## src/logic/rtc_port_pkg.sv

```systemverilog
// constants and types shared by the serial register port of the clock device
package rtc_port_pkg;
  // transfer format codes carried in the low nibble of a command byte
  localparam logic [3:0] FMT_WR_SINGLE = 4'h8;
  localparam logic [3:0] FMT_WR_BURST = 4'h0;
  localparam logic [3:0] FMT_RD_SINGLE = 4'hc;
  localparam logic [3:0] FMT_RD_BURST = 4'h4;
  // format bit positions: bit 3 set means single byte, bit 2 set means read
  localparam int FMT_SINGLE_BIT = 3;
  localparam int FMT_READ_BIT = 2;
  // command byte layout
  localparam int CMD_ADDR_MSB = 7;
  localparam int CMD_ADDR_LSB = 4;
  // byte framing
  localparam int BYTE_BITS = 8;
  localparam logic [2:0] BIT_LAST = 3'h7;
  localparam logic [2:0] BIT_FIRST = 3'h0;
  localparam logic [3:0] ADDR_STEP = 4'h1;
  // daily alarm registers
  localparam logic [3:0] ADDR_ALARM_MIN = 4'hb;
  localparam logic [3:0] ADDR_ALARM_HOUR = 4'hc;
  localparam int ALARM_MIN_BITS = 7;
  localparam int ALARM_HOUR_BITS = 6;
  localparam logic [6:0] ALARM_MIN_RESET = 7'h00;
  localparam logic [5:0] ALARM_HOUR_RESET = 6'h00;
  // serial engine states
  typedef enum logic [2:0] {
    ST_IDLE,
    ST_CMD,
    ST_WDATA,
    ST_RADDR,
    ST_RLOAD,
    ST_RDATA
  } port_state_t;
endpackage : rtc_port_pkg

```

## src/logic/four_wire_rtc_host_port.sv

```systemverilog
// four-wire serial register port with carry hold-off and daily alarm
`timescale 1ns/100ps
module four_wire_rtc_host_port (
  // clock and reset
  input wire logic clk_sys_in,
  input wire logic reset_n_in,
  input wire logic clk_en_in,
  // serial pins
  input wire logic ce_in,
  input wire logic sclk_in,
  input wire logic si_in,
  output logic so_out,
  output logic so_oe_out,
  // other registers of the device
  output logic [3:0] reg_addr_out,
  output logic [7:0] reg_wdata_out,
  output logic reg_wr_out,
  input wire logic [7:0] reg_rdata_in,
  // seconds carry hold-off
  input wire logic sec_carry_in,
  output logic sec_carry_out,
  // daily alarm
  input wire logic [5:0] cur_hour_in,
  input wire logic [6:0] cur_minute_in,
  output logic alarm_match_out
);
  logic ce_s, sclk_s, si_s;
  logic ce_prev_q;
  logic sclk_prev_q;
  logic ce_rise, ce_fall, sclk_rise, sclk_fall;
  logic sample_edge, launch_edge;
  rtc_port_pkg::port_state_t state_q;
  rtc_port_pkg::port_state_t state_d;
  logic launch_rise_q;
  logic launch_rise_d;
  logic burst_q;
  logic burst_d;
  logic [2:0] bit_q;
  logic [2:0] bit_d;
  logic [7:0] shift_q;
  logic [7:0] shift_d;
  logic [7:0] out_q;
  logic [7:0] out_d;
  logic so_q;
  logic so_d;
  logic [3:0] addr_q;
  logic [3:0] addr_d;
  logic [3:0] reg_addr_q;
  logic [7:0] reg_wdata_q;
  logic [7:0] reg_wdata_d;
  logic reg_wr_q;
  logic reg_wr_d;
  logic wr_now;
  logic byte_done;
  logic pending_q;
  logic pending_d;
  logic carry_q;
  logic carry_d;
  logic [7:0] rd_byte;
  logic [7:0] alarm_min_rd;
  logic [7:0] alarm_hour_rd;

  // the link clock is sampled, so its period must span several system clocks
  pin_sync #(
    .WIDTH(3)
  ) u_sync (
    .clk_sys_in(clk_sys_in),
    .reset_n_in(reset_n_in),
    .clk_en_in(clk_en_in),
    .async_in({ce_in, sclk_in, si_in}),
    .sync_out({ce_s, sclk_s, si_s})
  );

  assign ce_rise = ce_s && !ce_prev_q;
  assign ce_fall = !ce_s && ce_prev_q;
  assign sclk_rise = sclk_s && !sclk_prev_q;
  assign sclk_fall = !sclk_s && sclk_prev_q;
  assign sample_edge = launch_rise_q ? sclk_fall : sclk_rise;
  assign launch_edge = launch_rise_q ? sclk_rise : sclk_fall;
  assign byte_done = sample_edge && (bit_q == rtc_port_pkg::BIT_LAST);

  always_comb begin
    case (addr_q)
      rtc_port_pkg::ADDR_ALARM_MIN: rd_byte = alarm_min_rd;
      rtc_port_pkg::ADDR_ALARM_HOUR: rd_byte = alarm_hour_rd;
      default: rd_byte = reg_rdata_in;
    endcase
  end

  always_comb begin
    state_d = state_q;
    launch_rise_d = launch_rise_q;
    burst_d = burst_q;
    bit_d = bit_q;
    shift_d = shift_q;
    out_d = out_q;
    so_d = so_q;
    addr_d = addr_q;
    reg_wdata_d = reg_wdata_q;
    reg_wr_d = 1'b0;
    wr_now = 1'b0;
    if (ce_rise) begin
      state_d = rtc_port_pkg::ST_CMD;
      bit_d = rtc_port_pkg::BIT_FIRST;
      launch_rise_d = !sclk_s;
    end else if (!ce_s) begin
      state_d = rtc_port_pkg::ST_IDLE;
    end else begin
      case (state_q)
        rtc_port_pkg::ST_CMD: begin
          if (sample_edge) begin
            shift_d = {shift_q[6:0], si_s};
            bit_d = bit_q + 3'h1;
            if (byte_done) begin
              addr_d = shift_d[rtc_port_pkg::CMD_ADDR_MSB:rtc_port_pkg::CMD_ADDR_LSB];
              burst_d = !shift_d[rtc_port_pkg::FMT_SINGLE_BIT];
              state_d = shift_d[rtc_port_pkg::FMT_READ_BIT] ? rtc_port_pkg::ST_RADDR :
                rtc_port_pkg::ST_WDATA;
            end
          end
        end
        rtc_port_pkg::ST_WDATA: begin
          if (sample_edge) begin
            shift_d = {shift_q[6:0], si_s};
            bit_d = bit_q + 3'h1;
            if (byte_done) begin
              wr_now = 1'b1;
              reg_wr_d = (addr_q != rtc_port_pkg::ADDR_ALARM_MIN) &&
                (addr_q != rtc_port_pkg::ADDR_ALARM_HOUR);
              reg_wdata_d = shift_d;
              if (burst_q) begin
                addr_d = addr_q + rtc_port_pkg::ADDR_STEP;
              end else begin
                state_d = rtc_port_pkg::ST_CMD;
              end
            end
          end
        end
        // register address settles one cycle before read data is taken
        rtc_port_pkg::ST_RADDR: state_d = rtc_port_pkg::ST_RLOAD;
        rtc_port_pkg::ST_RLOAD: begin
          out_d = rd_byte;
          state_d = rtc_port_pkg::ST_RDATA;
        end
        rtc_port_pkg::ST_RDATA: begin
          if (launch_edge) begin
            so_d = out_q[7];
            out_d = {out_q[6:0], 1'b0};
          end
          if (sample_edge) begin
            bit_d = bit_q + 3'h1;
            if (byte_done) begin
              if (burst_q) begin
                addr_d = addr_q + rtc_port_pkg::ADDR_STEP;
                state_d = rtc_port_pkg::ST_RADDR;
              end else begin
                state_d = rtc_port_pkg::ST_CMD;
              end
            end
          end
        end
        default: state_d = rtc_port_pkg::ST_IDLE;
      endcase
    end
  end

  always_comb begin
    pending_d = ce_s && (pending_q || sec_carry_in);
    carry_d = (sec_carry_in && !ce_s) || (ce_fall && pending_q);
  end

  always_ff @(posedge clk_sys_in or negedge reset_n_in) begin
    if (!reset_n_in) begin
      state_q <= rtc_port_pkg::ST_IDLE;
      ce_prev_q <= 1'b0;
      sclk_prev_q <= 1'b0;
      launch_rise_q <= 1'b1;
      burst_q <= 1'b0;
      bit_q <= rtc_port_pkg::BIT_FIRST;
      shift_q <= 8'h00;
      out_q <= 8'h00;
      so_q <= 1'b0;
      addr_q <= 4'h0;
      reg_addr_q <= 4'h0;
      reg_wdata_q <= 8'h00;
      reg_wr_q <= 1'b0;
      pending_q <= 1'b0;
      carry_q <= 1'b0;
    end else if (clk_en_in) begin
      state_q <= state_d;
      ce_prev_q <= ce_s;
      sclk_prev_q <= sclk_s;
      launch_rise_q <= launch_rise_d;
      burst_q <= burst_d;
      bit_q <= bit_d;
      shift_q <= shift_d;
      out_q <= out_d;
      so_q <= so_d;
      addr_q <= addr_d;
      reg_addr_q <= addr_q;
      reg_wdata_q <= reg_wdata_d;
      reg_wr_q <= reg_wr_d;
      pending_q <= pending_d;
      carry_q <= carry_d;
    end
  end

  daily_alarm_regs u_alarm (
    .clk_sys_in(clk_sys_in),
    .reset_n_in(reset_n_in),
    .clk_en_in(clk_en_in),
    .wr_minute_in(wr_now && (addr_q == rtc_port_pkg::ADDR_ALARM_MIN)),
    .wr_hour_in(wr_now && (addr_q == rtc_port_pkg::ADDR_ALARM_HOUR)),
    .wdata_in(shift_d),
    .cur_hour_in(cur_hour_in),
    .cur_minute_in(cur_minute_in),
    .minute_rd_out(alarm_min_rd),
    .hour_rd_out(alarm_hour_rd),
    .match_out(alarm_match_out)
  );

  assign so_out = so_q;
  assign so_oe_out = (state_q == rtc_port_pkg::ST_RDATA);
  assign reg_addr_out = reg_addr_q;
  assign reg_wdata_out = reg_wdata_q;
  assign reg_wr_out = reg_wr_q;
  assign sec_carry_out = carry_q;

  property p_pol_low;
    @(posedge clk_sys_in) disable iff (!reset_n_in || !clk_en_in)
      ce_rise && !sclk_s |=> launch_rise_q;
  endproperty
  a_pol_low: assert property (p_pol_low) else $error("polarity not rise launch");
  property p_pol_high;
    @(posedge clk_sys_in) disable iff (!reset_n_in || !clk_en_in)
      ce_rise && sclk_s |=> !launch_rise_q;
  endproperty
  a_pol_high: assert property (p_pol_high) else $error("polarity not fall launch");
  property p_close;
    @(posedge clk_sys_in) disable iff (!reset_n_in || !clk_en_in)
      ce_fall |=> (state_q == rtc_port_pkg::ST_IDLE) && !so_oe_out;
  endproperty
  a_close: assert property (p_close) else $error("session not closed");
  property p_cmd_addr;
    @(posedge clk_sys_in) disable iff (!reset_n_in || !clk_en_in)
      ce_s && (state_q == rtc_port_pkg::ST_CMD) && byte_done |=>
        addr_q == $past(shift_d[7:4]);
  endproperty
  a_cmd_addr: assert property (p_cmd_addr) else $error("address not taken");
  property p_burst_wr;
    @(posedge clk_sys_in) disable iff (!reset_n_in || !clk_en_in)
      ce_s && (state_q == rtc_port_pkg::ST_WDATA) && byte_done && burst_q |=>
        addr_q == $past(addr_q) + rtc_port_pkg::ADDR_STEP;
  endproperty
  a_burst_wr: assert property (p_burst_wr) else $error("burst write no step");
  property p_single_wr;
    @(posedge clk_sys_in) disable iff (!reset_n_in || !clk_en_in)
      ce_s && (state_q == rtc_port_pkg::ST_WDATA) && byte_done && !burst_q |=>
        (state_q == rtc_port_pkg::ST_CMD) && (addr_q == $past(addr_q));
  endproperty
  a_single_wr: assert property (p_single_wr) else $error("single write wrong");
  property p_burst_rd;
    @(posedge clk_sys_in) disable iff (!reset_n_in || !clk_en_in)
      ce_s && (state_q == rtc_port_pkg::ST_RDATA) && byte_done && burst_q |=>
        (addr_q == $past(addr_q) + rtc_port_pkg::ADDR_STEP) ##2
        (state_q == rtc_port_pkg::ST_RDATA);
  endproperty
  a_burst_rd: assert property (p_burst_rd) else $error("burst read no step");
  property p_carry_hold;
    @(posedge clk_sys_in) disable iff (!reset_n_in || !clk_en_in)
      ce_s && ce_prev_q && sec_carry_in |=> !sec_carry_out && pending_q;
  endproperty
  a_carry_hold: assert property (p_carry_hold) else $error("carry not held");
  property p_carry_free;
    @(posedge clk_sys_in) disable iff (!reset_n_in || !clk_en_in)
      ce_fall && pending_q |=> sec_carry_out ##1 !pending_q;
  endproperty
  a_carry_free: assert property (p_carry_free) else $error("carry not released");
  property p_oe_cmd;
    @(posedge clk_sys_in) disable iff (!reset_n_in || !clk_en_in)
      (state_q == rtc_port_pkg::ST_CMD) || (state_q == rtc_port_pkg::ST_WDATA) |->
        !so_oe_out;
  endproperty
  a_oe_cmd: assert property (p_oe_cmd) else $error("output driven off read");

  c_single_wr: cover property (@(posedge clk_sys_in) disable iff (!reset_n_in)
    reg_wr_out ##[1:400] (state_q == rtc_port_pkg::ST_RDATA));
  c_burst_rd: cover property (@(posedge clk_sys_in) disable iff (!reset_n_in)
    (state_q == rtc_port_pkg::ST_RDATA) && byte_done && burst_q);
  c_carry: cover property (@(posedge clk_sys_in) disable iff (!reset_n_in)
    ce_fall && pending_q);
  c_alarm: cover property (@(posedge clk_sys_in) disable iff (!reset_n_in)
    $rose(alarm_match_out));
endmodule : four_wire_rtc_host_port

```

## src/logic/pin_sync.sv

```systemverilog
// two-flop synchroniser for a group of asynchronous pin levels
`timescale 1ns/100ps
module pin_sync #(
  parameter int WIDTH = 3
) (
  // clock and reset
  input wire logic clk_sys_in,
  input wire logic reset_n_in,
  input wire logic clk_en_in,
  // pins and synchronised levels
  input wire logic [WIDTH-1:0] async_in,
  output logic [WIDTH-1:0] sync_out
);
  logic [WIDTH-1:0] meta_q;
  logic [WIDTH-1:0] meta_d;
  logic [WIDTH-1:0] sync_q;
  logic [WIDTH-1:0] sync_d;

  always_comb begin
    meta_d = clk_en_in ? async_in : meta_q;
    sync_d = clk_en_in ? meta_q : sync_q;
  end

  always_ff @(posedge clk_sys_in or negedge reset_n_in) begin
    if (!reset_n_in) begin
      meta_q <= '0;
      sync_q <= '0;
    end else begin
      meta_q <= meta_d;
      sync_q <= sync_d;
    end
  end

  assign sync_out = sync_q;
endmodule : pin_sync

```

## src/logic/daily_alarm_regs.sv

```systemverilog
// daily alarm minute and hour registers with match detection
`timescale 1ns/100ps
module daily_alarm_regs (
  // clock and reset
  input wire logic clk_sys_in,
  input wire logic reset_n_in,
  input wire logic clk_en_in,
  // write strobes and data
  input wire logic wr_minute_in,
  input wire logic wr_hour_in,
  input wire logic [7:0] wdata_in,
  // current time from the counters
  input wire logic [5:0] cur_hour_in,
  input wire logic [6:0] cur_minute_in,
  // stored values and match
  output logic [7:0] minute_rd_out,
  output logic [7:0] hour_rd_out,
  output logic match_out
);
  logic [rtc_port_pkg::ALARM_MIN_BITS-1:0] minute_q;
  logic [rtc_port_pkg::ALARM_MIN_BITS-1:0] minute_d;
  logic [rtc_port_pkg::ALARM_HOUR_BITS-1:0] hour_q;
  logic [rtc_port_pkg::ALARM_HOUR_BITS-1:0] hour_d;
  logic match_q;
  logic match_d;

  always_comb begin
    minute_d = minute_q;
    hour_d = hour_q;
    match_d = match_q;
    if (clk_en_in) begin
      if (wr_minute_in) begin
        minute_d = wdata_in[rtc_port_pkg::ALARM_MIN_BITS-1:0];
      end
      if (wr_hour_in) begin
        hour_d = wdata_in[rtc_port_pkg::ALARM_HOUR_BITS-1:0];
      end
      match_d = (cur_hour_in == hour_q) && (cur_minute_in == minute_q);
    end
  end

  // contents cleared to zero at reset, upper bits never stored
  always_ff @(posedge clk_sys_in or negedge reset_n_in) begin
    if (!reset_n_in) begin
      minute_q <= rtc_port_pkg::ALARM_MIN_RESET;
      hour_q <= rtc_port_pkg::ALARM_HOUR_RESET;
      match_q <= 1'b0;
    end else begin
      minute_q <= minute_d;
      hour_q <= hour_d;
      match_q <= match_d;
    end
  end

  assign minute_rd_out = {1'b0, minute_q};
  assign hour_rd_out = {2'b00, hour_q};
  assign match_out = match_q;
endmodule : daily_alarm_regs

```

## config.mk

```make
export PLATFORM = sky130hd
export DESIGN_NAME = four_wire_rtc_host_port
export DESIGN_NICKNAME = d
export VERILOG_FILES = /design/src/logic/rtc_port_pkg.sv /design/src/logic/four_wire_rtc_host_port.sv /design/src/logic/pin_sync.sv /design/src/logic/daily_alarm_regs.sv
export SDC_FILE = /design/constraint.sdc
export NUM_CORES = 1
export LEC_CHECK = 0
export BUFFER_PORTS_ARGS = -buffer_cell sky130_fd_sc_hd__buf_2
export CORE_AREA = 2 2 89 91
export DETAILED_ROUTE_END_ITERATION = 8
export DIE_AREA = 0 0 91 93
export MAX_ROUTING_LAYER = met4
export PLACE_DENSITY = 0.67
export SETUP_SLACK_MARGIN = 0.15
export SLEW_MARGIN = 10
export SYNTH_ARGS = -nofsm -noshare
export SYNTH_HDL_FRONTEND = slang
export SYNTH_SLANG_ARGS = --single-unit
```

## constraint.sdc

```tcl
create_clock -name clk_sys_in -period 2.3 [get_ports clk_sys_in]
set_clock_uncertainty 0.1 [all_clocks]
set_input_delay 0.23 -clock clk_sys_in [delete_from_list [all_inputs] [get_ports clk_sys_in]]
set_output_delay 0.23 -clock clk_sys_in [all_outputs]
set_load 0.005 [all_outputs]
```

==> out/results.tsv, run 1 <==
stage	metric	value	unit
worst_setup_path	reg2reg end	u_alarm.minute_q[0]	
worst_setup_path	crit path from	bit_q[0]	
sta	Slew @ Worst Pin	0.557	ns
route	WL per Instance	16.6	um
worst_setup_path	CP Launch Type	register	
synth	Post-synth ARST share	1.00	
synth	cell taking the most area after synthesis	dfrtp_1	
pwr	PD cells	626	nW/um2
global_routing	antenna violations before repair	0	
cts	Root Driver	clkbuf_8	
synth	count leader, synth	dfrtp_1	
pwr	LEAKAGE	1.87	nW
synth	sequential area share after synthesis	0.490	
floorplan	Chip Width	91	um
route	final antenna-violating net count	0	
layout	design area	4020	um2
worst_setup_path	Worst R2R Setup Slack	0.14	ns
floorplan	io pins	45	
sta	Final setup viols	0	
synth	Yosys warning count	0	
layout	Layout Nets	396	
synth	#FFs+latches synth	65	
layout	Area growth syn-to-layout	20.9	%
worst_setup_path	R2R cell count	7	
cts	Sink Count	65	
synth	Cells after Synth	301	
placement	input/output buffers	44	
sta	RSZ-0062 raised after global routing	yes	
global_routing	largest net degree at the start of global routing	39	
route	Pre-antenna DRT Iters	4	
layout	ratio of cells with drive above 1 in the final layout	0.322	
sta	setup tns final	0	ns
floorplan	Die Span Y	93	um
global_routing	Tot GR Track Use	0.202	
route	1st-iter DRT viols	185	
synth	EDFF count, synth	0	
cts	Clock transition at path regs	0.06	ns
global_routing	first-pass GRT wire length	13000	um
worst_setup_path	Worst Setup End Kind	register	
route	Post-Route WL	7780	um
synth	syn_nets	334	
cts	CTS buffer count	9	
floorplan	core box area	7530	um2
synth	synth unique cells	52	
global_routing	grt met1 use	0.264	
cts	H-tree depth	3	
outcome	status	finished clean	
pwr	Power, Total	2.51	mW
layout	n_diodes	0	
placement	post-placement cell area	3780	um2
cts	Setup Fix Bufs, Post-CTS	0	
sta	Fmax achieved	463	MHz
synth	Avg Cell Area, Syn	11.0	um2
sta	Tmin final	2.16	ns
route	drc violations	0	
floorplan	Die ar.	8460	um2
hold_path	hold_sp	sclk_in	
floorplan	cell row count	32	
hold_path	worst hold-check path type	input port to register	
worst_setup_path	CP Max Fanout	7	
job	Max-cap violations	0	
synth	synthesized cell area	3320	um2
route	Via density	5.50	
worst_setup_path	Worst Setup EP	u_alarm.minute_q[0]	
sta	Final Hold Vio Count	0	
global_routing	GRT busiest layer	met2	
cts	CTS tree	built	
global_routing	total gr overflow	0	
global_routing	global routing usage on met3	0.0516	
synth	ranking of synthesized cells by area	dfrtp_1 48%, mux2_2 9.2%, mux2i_1 4.2%, a21oi_1 3.8%, o31ai_1 2.9%	
layout	final core occ	0.534	
cts	worst-skew pair later-pin latency	0.35	ns
synth	Post-synth top flop	dfrtp_1	
placement	routability cong.	0.935	
worst_setup_path	critical path data arrival time	2.33	ns
worst_setup_path	r2r startpoint	bit_q[0]	
cts	Clock Path Buffers	2	
worst_setup_path	Critical Path RT	2.47	ns
route	via count	2576	
synth	post-synth top area share	0.482	
worst_setup_path	Setup CP Type	register to register	
pwr	VDD IR-drop max	349	uV
global_routing	M2 GR Usage	0.314	
placement	detailed placer's ending HPWL	5640	um
global_routing	vias in the first global route	2620	
synth	top cells by count, synth	64 x dfrtp_1, 27 x mux2_2, 25 x a21oi_1	
sta	Slew headroom	0.629	
sta	hold_ws	0.0147	ns
sta	Slew Limit Fails	0	
floorplan	starting density of the core	0.441	
sta	final period utilization	0.939	
-- power breakdown --
part	switching, mW	leakage (nW)	internal [mW]	total, mW
clock	0.413	0.0913	0.516	0.929
combinational	0.161	0.921	0.139	0.300
sequential	0.0715	0.862	1.21	1.28
-- what timing repair did --
item / in CTS / in global routing
gates cloned: 1 / 0
pin swaps: 1 / 0
resized for setup: 3 / 4
hold buffers: 2 / 0
hold endpoints to repair: 65 / 0
setup endpoints to repair: 8 / 31
-- kinds of logic (layout without fill, tap and decap cells) --
family,after synthesis,count (layout),synth area share
flops,65,65,0.490
simple gates,74,74,0.116
buf+inv,23,88,0.0267
fa+ha+maj,5,5,0.0188
compound gates,79,79,0.178
xor+xnor,14,14,0.0369
mux,41,41,0.134
-- area by class of cell --
| cell class | count | area [um2] |
|---|---|---|
| Tap cell | 102 | 128 |
| Inverter | 10 | 37.5 |
| Timing Repair Buffer | 64 | 395 |
| Clock buffer | 11 | 141 |
| Sequential cell | 65 | 1630 |
| Fill cell | 704 | 3510 |
| Multi-Input combinational cell | 213 | 1640 |
| Clock inverter | 3 | 42.5 |
-- worst max-delay path: stages, from the launching register on --
cell       delay, ns
dfrtp_1         0.39
ha_1            0.16
ha_1            0.15
or4bb_4         0.53
a2111oi_4       0.39
buf_6           0.18
nor2_1          0.04
a21oi_1         0.13
-- how the worst min path moves through the flow --
stage | to | slack (ns) | depth (start not counted)
final | u_sync.meta_q[1] | 0.01 | 2
after global routing | u_sync.meta_q[1] | 0.02 | 2
after CTS | u_sync.meta_q[0] | 0.002 | 2
after detailed placement | reg_addr_out[3] | -0.04 | 1
after global placement | reg_addr_out[3] | -0.04 | 1
after floorplan | addr_q[0] | -0.17 | 0
-- registers in the layout, summed over array words and instances, names as in the netlist --
register           count
reg_addr_out           4
u_alarm.minute_q       7
u_sync.sync_out        3
u_alarm.match_out      1
ce_prev_q              1
sclk_prev_q            1
addr_q                 4
burst_q                1
reg_wdata_out          8
pending_q              1
bit_q                  3
state_q                3
u_alarm.hour_q         6
so_out                 1
sec_carry_out          1
u_sync.meta_q          3
reg_wr_out             1
shift_q                7
out_q                  8
launch_rise_q          1
-- routing by layer --
metal  wire [um]  vias to the layer above
li1            -                     1234
met1        3530                     1281
met2        3790                       53
met3         333                        8
met4         123                        0
met5           0                        -
-- cell usage in the layout (no fill, tap or decap), types with 3 or more instances in the layout --
cell type	netlist	final
clkbuf_8	0	10
mux2i_1	14	14
buf_2	2	44
and3_1	3	3
xor2_1	4	4
nand3_1	6	6
nand2b_1	5	5
mux2_2	27	27
o21ai_0	12	12
nor2_1	23	23
ha_1	5	5
a221o_1	5	5
inv_1	10	10
a21oi_1	25	24
xnor2_1	10	10
dfrtp_1	64	63
nand3b_1	4	4
nand2_1	16	16
a2111oi_4	3	4
o31ai_1	13	13
buf_4	0	15
-- stage by stage --
stage | setup slack (ns) | cells
global route | 0.0255 | 468
CTS | 0.154 | 468
detailed placement | 0.133 | 451
floorplan | 0.173 | 301
finish | 0.140 | 468
global placement | 0.197 | 451
(Power assumes the default switching activity.)
==> run 2, diff against run 1 <==
Settings changed: REMOVE_ABC_BUFFERS from default to 1.
==> run 2 against run 1 <==
Via count grew 1.9%. Sequential power about the same. Global-route usage decreased by 0.27 points. Non-clock buffer count is 3 higher. Register-to-register slack gained 0.02 ns. Worst hold slack got worse by 0.0032 ns. Utilization is 1.8 points higher. Highest routed layer unchanged. Final area increased by 3.4%. Die area unchanged. Sequential share of layout area is 1.3 points lower. Largest cell class unchanged. Critical path depth unchanged. Fmax up 0.97%.
==> out/results.tsv, run 2 (synthesis results as in run 1) <==
stage	metric	value	unit	change
sta	Final setup viols	0		unchanged
route	Post-Route WL	7870	um	+1.1%
global_routing	total gr overflow	0		unchanged
worst_setup_path	Worst R2R Setup Slack	0.16	ns	+0.02 ns
route	Via density	5.55		+0.79%
layout	Layout fillers	702		-0.28%
sta	RSZ-0062 raised after global routing	yes		
floorplan	cell row count	32		unchanged
cts	CTS buffer count	9		unchanged
route	Pre-antenna DRT Iters	4		unchanged
layout	Layout Nets	399		+0.76%
worst_setup_path	Worst Setup End Kind	register		
placement	routability cong.	0.857		-8.3%
cts	Root Driver	clkbuf_8		
placement	detailed placer's ending HPWL	5570	um	-1.3%
cts	H-tree depth	3		unchanged
cts	CTS tree	built		
floorplan	core box area	7530	um2	unchanged
layout	most frequent cells in the layout	62 x dfrtp_1, 44 x buf_2, 27 x mux2_2		
route	drc violations	0		unchanged
floorplan	Die ar.	8460	um2	unchanged
hold_path	hold path cells	2		unchanged
pwr	VDD IR-drop max	329	uV	-5.6%
floorplan	Die Span Y	93	um	unchanged
sta	Slew @ Worst Pin	0.678	ns	+0.122 ns
hold_path	hold_sp	sclk_in		
sta	Final Hold Vio Count	0		unchanged
layout	n_diodes	0		unchanged
worst_setup_path	reg2reg end	u_alarm.minute_q[1]		
global_routing	antenna violations before repair	0		unchanged
worst_setup_path	critical path data arrival time	2.30	ns	-0.03 ns
floorplan	Chip Width	91	um	unchanged
job	Max-cap violations	0		unchanged
floorplan	io pins	45		unchanged
outcome	status	finished clean		
placement	input/output buffers	44		unchanged
route	1st-iter DRT viols	142		-23%
pwr	LEAKAGE	1.89	nW	+1.1%
worst_setup_path	CP Launch Type	register		
layout	Area growth syn-to-layout	25.0	%	
sta	fin worst setup slack	0.161	ns	+0.0207 ns
worst_setup_path	Critical Path RT	2.46	ns	about the same
pwr	PD cells	624	nW/um2	-0.28%
sta	Fmax achieved	467	MHz	+0.97%
layout	commonest non-fill, non-tap cell in the layout	dfrtp_1		
sta	Slew Limit Fails	0		unchanged
cts	Clock transition at path regs	0.07	ns	about the same
worst_setup_path	R2R cell count	7		unchanged
sta	Slew headroom	0.548		-0.0812
layout	final core occ	0.552		+0.0183
sta	final period utilization	0.930		-0.00899
worst_setup_path	Setup CP Type	register to register		
global_routing	largest net degree at the start of global routing	38		-2.6%
route	WL per Instance	16.6	um	about the same
cts	Clock Path Buffers	2		unchanged
global_routing	first-pass GRT wire length	12900	um	-0.75%
worst_setup_path	r2r startpoint	bit_q[1]		
layout	ratio of cells with drive above 1 in the final layout	0.402		+0.0792
route	final antenna-violating net count	0		unchanged
sta	Tmin final	2.14	ns	-0.0207 ns
cts	Sink Count	65		unchanged
global_routing	Tot GR Track Use	0.200		-0.00267
worst_setup_path	CP Max Fanout	7		unchanged
route	via count	2624		+1.9%
placement	pre-CTS WS	-0.114	ns	-0.247 ns
floorplan	starting density of the core	0.441		unchanged
global_routing	vias in the first global route	2627		+0.27%
cts	worst-skew pair later-pin latency	0.34	ns	about the same
hold_path	Hold Path End	u_sync.meta_q[1]		
hold_path	worst hold-check path type	input port to register		
-- run 2: metrics by stage --
stage | hold WS, ns | power [mW] | instances | instance area (um2) | TNS (ns)
after detailed placement | 0.217 | 1.63 | 453 | 3770 | -1.25
after CTS | 0.00473 | 2.60 | 472 | 4030 | 0
final | 0.0115 | 2.59 | 473 | 4150 | 0
after global routing | 0.0125 | 2.72 | 473 | 4150 | 0
after global placement | 0.210 | 1.61 | 453 | 3770 | -0.0993
after floorplan | -0.166 | 1.46 | 288 | 3270 | -1.46
-- run 2: worst max-delay path: stages (launching register included) --
cell and delay (ns):
dfrtp_1 0.37, ha_2 0.21, ha_4 0.13, or4bb_4 0.52, a2111oi_4 0.36, buf_6 0.21
nor2_2 0.04, a21oi_1 0.12
-- run 2: per-layer routing --
| metal | global-route usage | wire [um] | vias up |
|---|---|---|---|
| li1 | - | - | 1239 |
| met2 | 0.319 | 3920 | 54 |
| met4 | 0.0846 | 125 | 0 |
| met5 | - | 0 | - |
| met3 | 0.0363 | 341 | 11 |
| met1 | 0.253 | 3480 | 1320 |
-- run 2: worst max path at each step --
stage	start	end	slack, ns
2_1_floorplan	bit_q[0]	u_alarm.hour_q[0]	-0.19
3_3_place_gp	bit_q[0]	reg_wdata_out[6]	-0.01
3_5_place_dp	bit_q[0]	reg_wdata_out[5]	-0.11
4_1_cts	bit_q[1]	u_alarm.hour_q[1]	0.08
5_1_grt	bit_q[1]	u_alarm.minute_q[0]	0.08
6_report	bit_q[1]	u_alarm.minute_q[1]	0.16
-- run 2: power breakdown --
part / internal, mW / total, mW / switching [mW]
Combinational: 0.174 / 0.352 / 0.178
Sequential: 1.21 / 1.28 / 0.0682
Clock: 0.522 / 0.959 / 0.437
Total: 1.91 / 2.59 / 0.684
-- run 2: area by class of cell --
class                   instances  area [um2]  area share
clock inverters                 6        57.6      0.0139
inverters                      10        37.5     0.00904
clock buffers                  10         138      0.0331
flip-flops and latches         65        1630       0.392
well taps                     102         128      0.0307
multi-input cells             213        1740       0.420
repair buffers                 67         419       0.101
-- run 2: repair_timing --
item | in CTS | in global routing
gates resized for setup | 10 | 34
cloned | 1 | 1
setup endpoints to repair | 30 | 26
pin swaps | 6 | 3
hold buffers | 1 | 0
hold endpoints to repair | 27 | 0
setup buffers | 1 | 0
==> run 3, diff against run 2 <==
Settings changed: CTS_CLUSTER_SIZE from default to 24, PLACE_DENSITY 0.67 to default, SLEW_MARGIN 10 to default.
Clock period 2.3 ns to 2.4 ns, I/O delays scaled along.
==> run 3 against run 2 <==
Final cell count decreased by 1.3%. Die area is the same. Final area shrank 2.5%. Utilization is 1.4 points lower. Routed wire length is 4.5% lower. Non-clock buffer count down 6.
==> out/results.tsv, run 3 (synthesis results as in run 1) <==
stage	metric	value	unit	change
outcome	status	finished clean		
route	1st-iter DRT viols	153		+7.7%
route	Post-Route WL	7510	um	-4.5%
sta	Slew Limit Fails	0		unchanged
route	Via density	5.39		-2.8%
floorplan	Die ar.	8460	um2	unchanged
cts	Clock Path Buffers	2		unchanged
sta	final period utilization	0.913		-0.0175
global_routing	Tot GR Track Use	0.200		about the same
worst_setup_path	crit-path leading delay family	simple AND/OR/NAND/NOR gates		
hold_path	hold path cells	2		unchanged
floorplan	starting density of the core	0.441		unchanged
layout	ratio of cells with drive above 1 in the final layout	0.337		-0.0646
sta	RSZ-0062 raised after global routing	yes		
cts	Clock transition at path regs	0.08	ns	about the same
layout	Area growth syn-to-layout	22.0	%	
cts	Setup Fix Bufs, Post-CTS	0		-1
worst_setup_path	critical path data arrival time	2.36	ns	+0.06 ns
floorplan	Chip Width	91	um	unchanged
route	drc violations	0		unchanged
global_routing	first-pass GRT wire length	13000	um	+0.38%
cts	Sink Count	65		unchanged
cts	worst-skew pair later-pin latency	0.35	ns	about the same
route	via count	2519		-4.0%
placement	input/output buffers	44		unchanged
sta	hold_ws	0.0279	ns	+0.0164 ns
placement	post-placement cell area	3760	um2	-0.46%
pwr	VDD IR-drop max	360	uV	+9.4%
floorplan	core box area	7530	um2	unchanged
hold_path	worst hold-check path type	input port to register		
global_routing	vias in the first global route	2506		-4.6%
cts	H-tree depth	3		unchanged
worst_setup_path	CP Max Fanout	6		-1
worst_setup_path	Worst path depth	7		unchanged
cts	Root Driver	clkbuf_8		
sta	fin worst setup slack	0.210	ns	+0.0490 ns
worst_setup_path	Worst Setup End Kind	register		
placement	detailed placer's ending HPWL	5480	um	-1.5%
cts	CTS buffer count	9		unchanged
pwr	PD cells	634	nW/um2	+1.6%
worst_setup_path	worst-path cell chain	ha_2 > ha_4 > or4bb_4 > a2111oi_4 > buf_6 > nor2_2 > a21oi_2		
sta	Slew headroom	0.539		-0.00919
layout	most frequent cells in the layout	64 x dfrtp_1, 44 x buf_2, 27 x mux2_2		
layout	Layout Nets	393		-1.5%
route	final antenna-violating net count	0		unchanged
floorplan	Die Span Y	93	um	unchanged
worst_setup_path	CP Launch Type	register		
global_routing	total gr overflow	0		unchanged
sta	Fmax achieved	457	MHz	-2.3%
worst_setup_path	CP max-delay cell	or4bb_4		
sta	Final Hold Vio Count	0		unchanged
placement	pre-CTS WS	0.0272	ns	+0.141 ns
worst_setup_path	R2R cell count	7		unchanged
floorplan	io pins	45		unchanged
pwr	LEAKAGE	1.86	nW	-1.6%
layout	n_diodes	0		unchanged
layout	design area	4050	um2	-2.5%
route	Pre-antenna DRT Iters	5		+1
cts	CTS tree	built		
route	WL per Instance	16.1	um	-3.3%
job	Max-cap violations	0		unchanged
worst_setup_path	Critical Path RT	2.57	ns	+0.11 ns
worst_setup_path	CP bufs+invs	1		unchanged
worst_setup_path	Setup CP Type	register to register		
sta	Slew @ Worst Pin	0.692	ns	+0.0138 ns
global_routing	largest net degree at the start of global routing	38		unchanged
placement	routability cong.	0.910		+6.1%
worst_setup_path	slowest cell delay on critical path	0.52	ns	about the same
sta	Tmin final	2.19	ns	+0.0510 ns
sta	Final setup viols	0		unchanged
global_routing	antenna violations before repair	0		unchanged
floorplan	cell row count	32		unchanged
layout	commonest non-fill, non-tap cell in the layout	dfrtp_1		
run 3: power breakdown:
part           leakage [nW]  internal (mW)  switching [mW]
combinational         0.891          0.139           0.158
sequential            0.863           1.16          0.0660
clock                 0.110          0.593           0.453
run 3: worst paths after layout:
kind	from	end	slack, ns
max in group asynchronous	reset_n_in	launch_rise_q	1.14
hold / removal	ce_in	u_sync.meta_q[2]	0.03
setup reg to reg	bit_q[1]	u_alarm.hour_q[2]	0.21
setup / recovery	bit_q[1]	u_alarm.hour_q[2]	0.21
min in group asynchronous	reset_n_in	sec_carry_out	0.37
hold reg to reg	out_q[6]	out_q[6]	0.38
run 3: layout make-up:
cell class,count,area (um2)
flip-flops and latches,65,1630
repair buffers,61,379
fillers,717,3480
inverters,10,37.5
clock inverters,7,103
clock buffers,9,124
multi-input cells,213,1650
well taps,102,128
run 3: layer usage:
layer | global-route usage | wire, um
met1 | 0.277 | 3590
met2 | 0.303 | 3600
met3 | 0.0306 | 232
met4 | 0.0682 | 89
met5 | - | 0
run 3: timing repair:
action	in CTS	in global routing
gates resized for setup	5	11
endpoints found under the hold margin	28	0
endpoints found under the setup margin	28	24
pin swaps	0	3
hold buffers	1	0
gates cloned	1	0
run 3: per-stage QoR:
step | utilization | setup TNS, ns | power, mW | std cells
floorplan | - | -0.516 | 1.40 | 288
finish | 0.538 | 0 | 2.57 | 467
CTS | 0.534 | 0 | 2.58 | 467
global route | 0.538 | 0 | 2.68 | 467
detailed placement | 0.499 | 0 | 1.53 | 449
global placement | 0.499 | 0 | 1.53 | 449
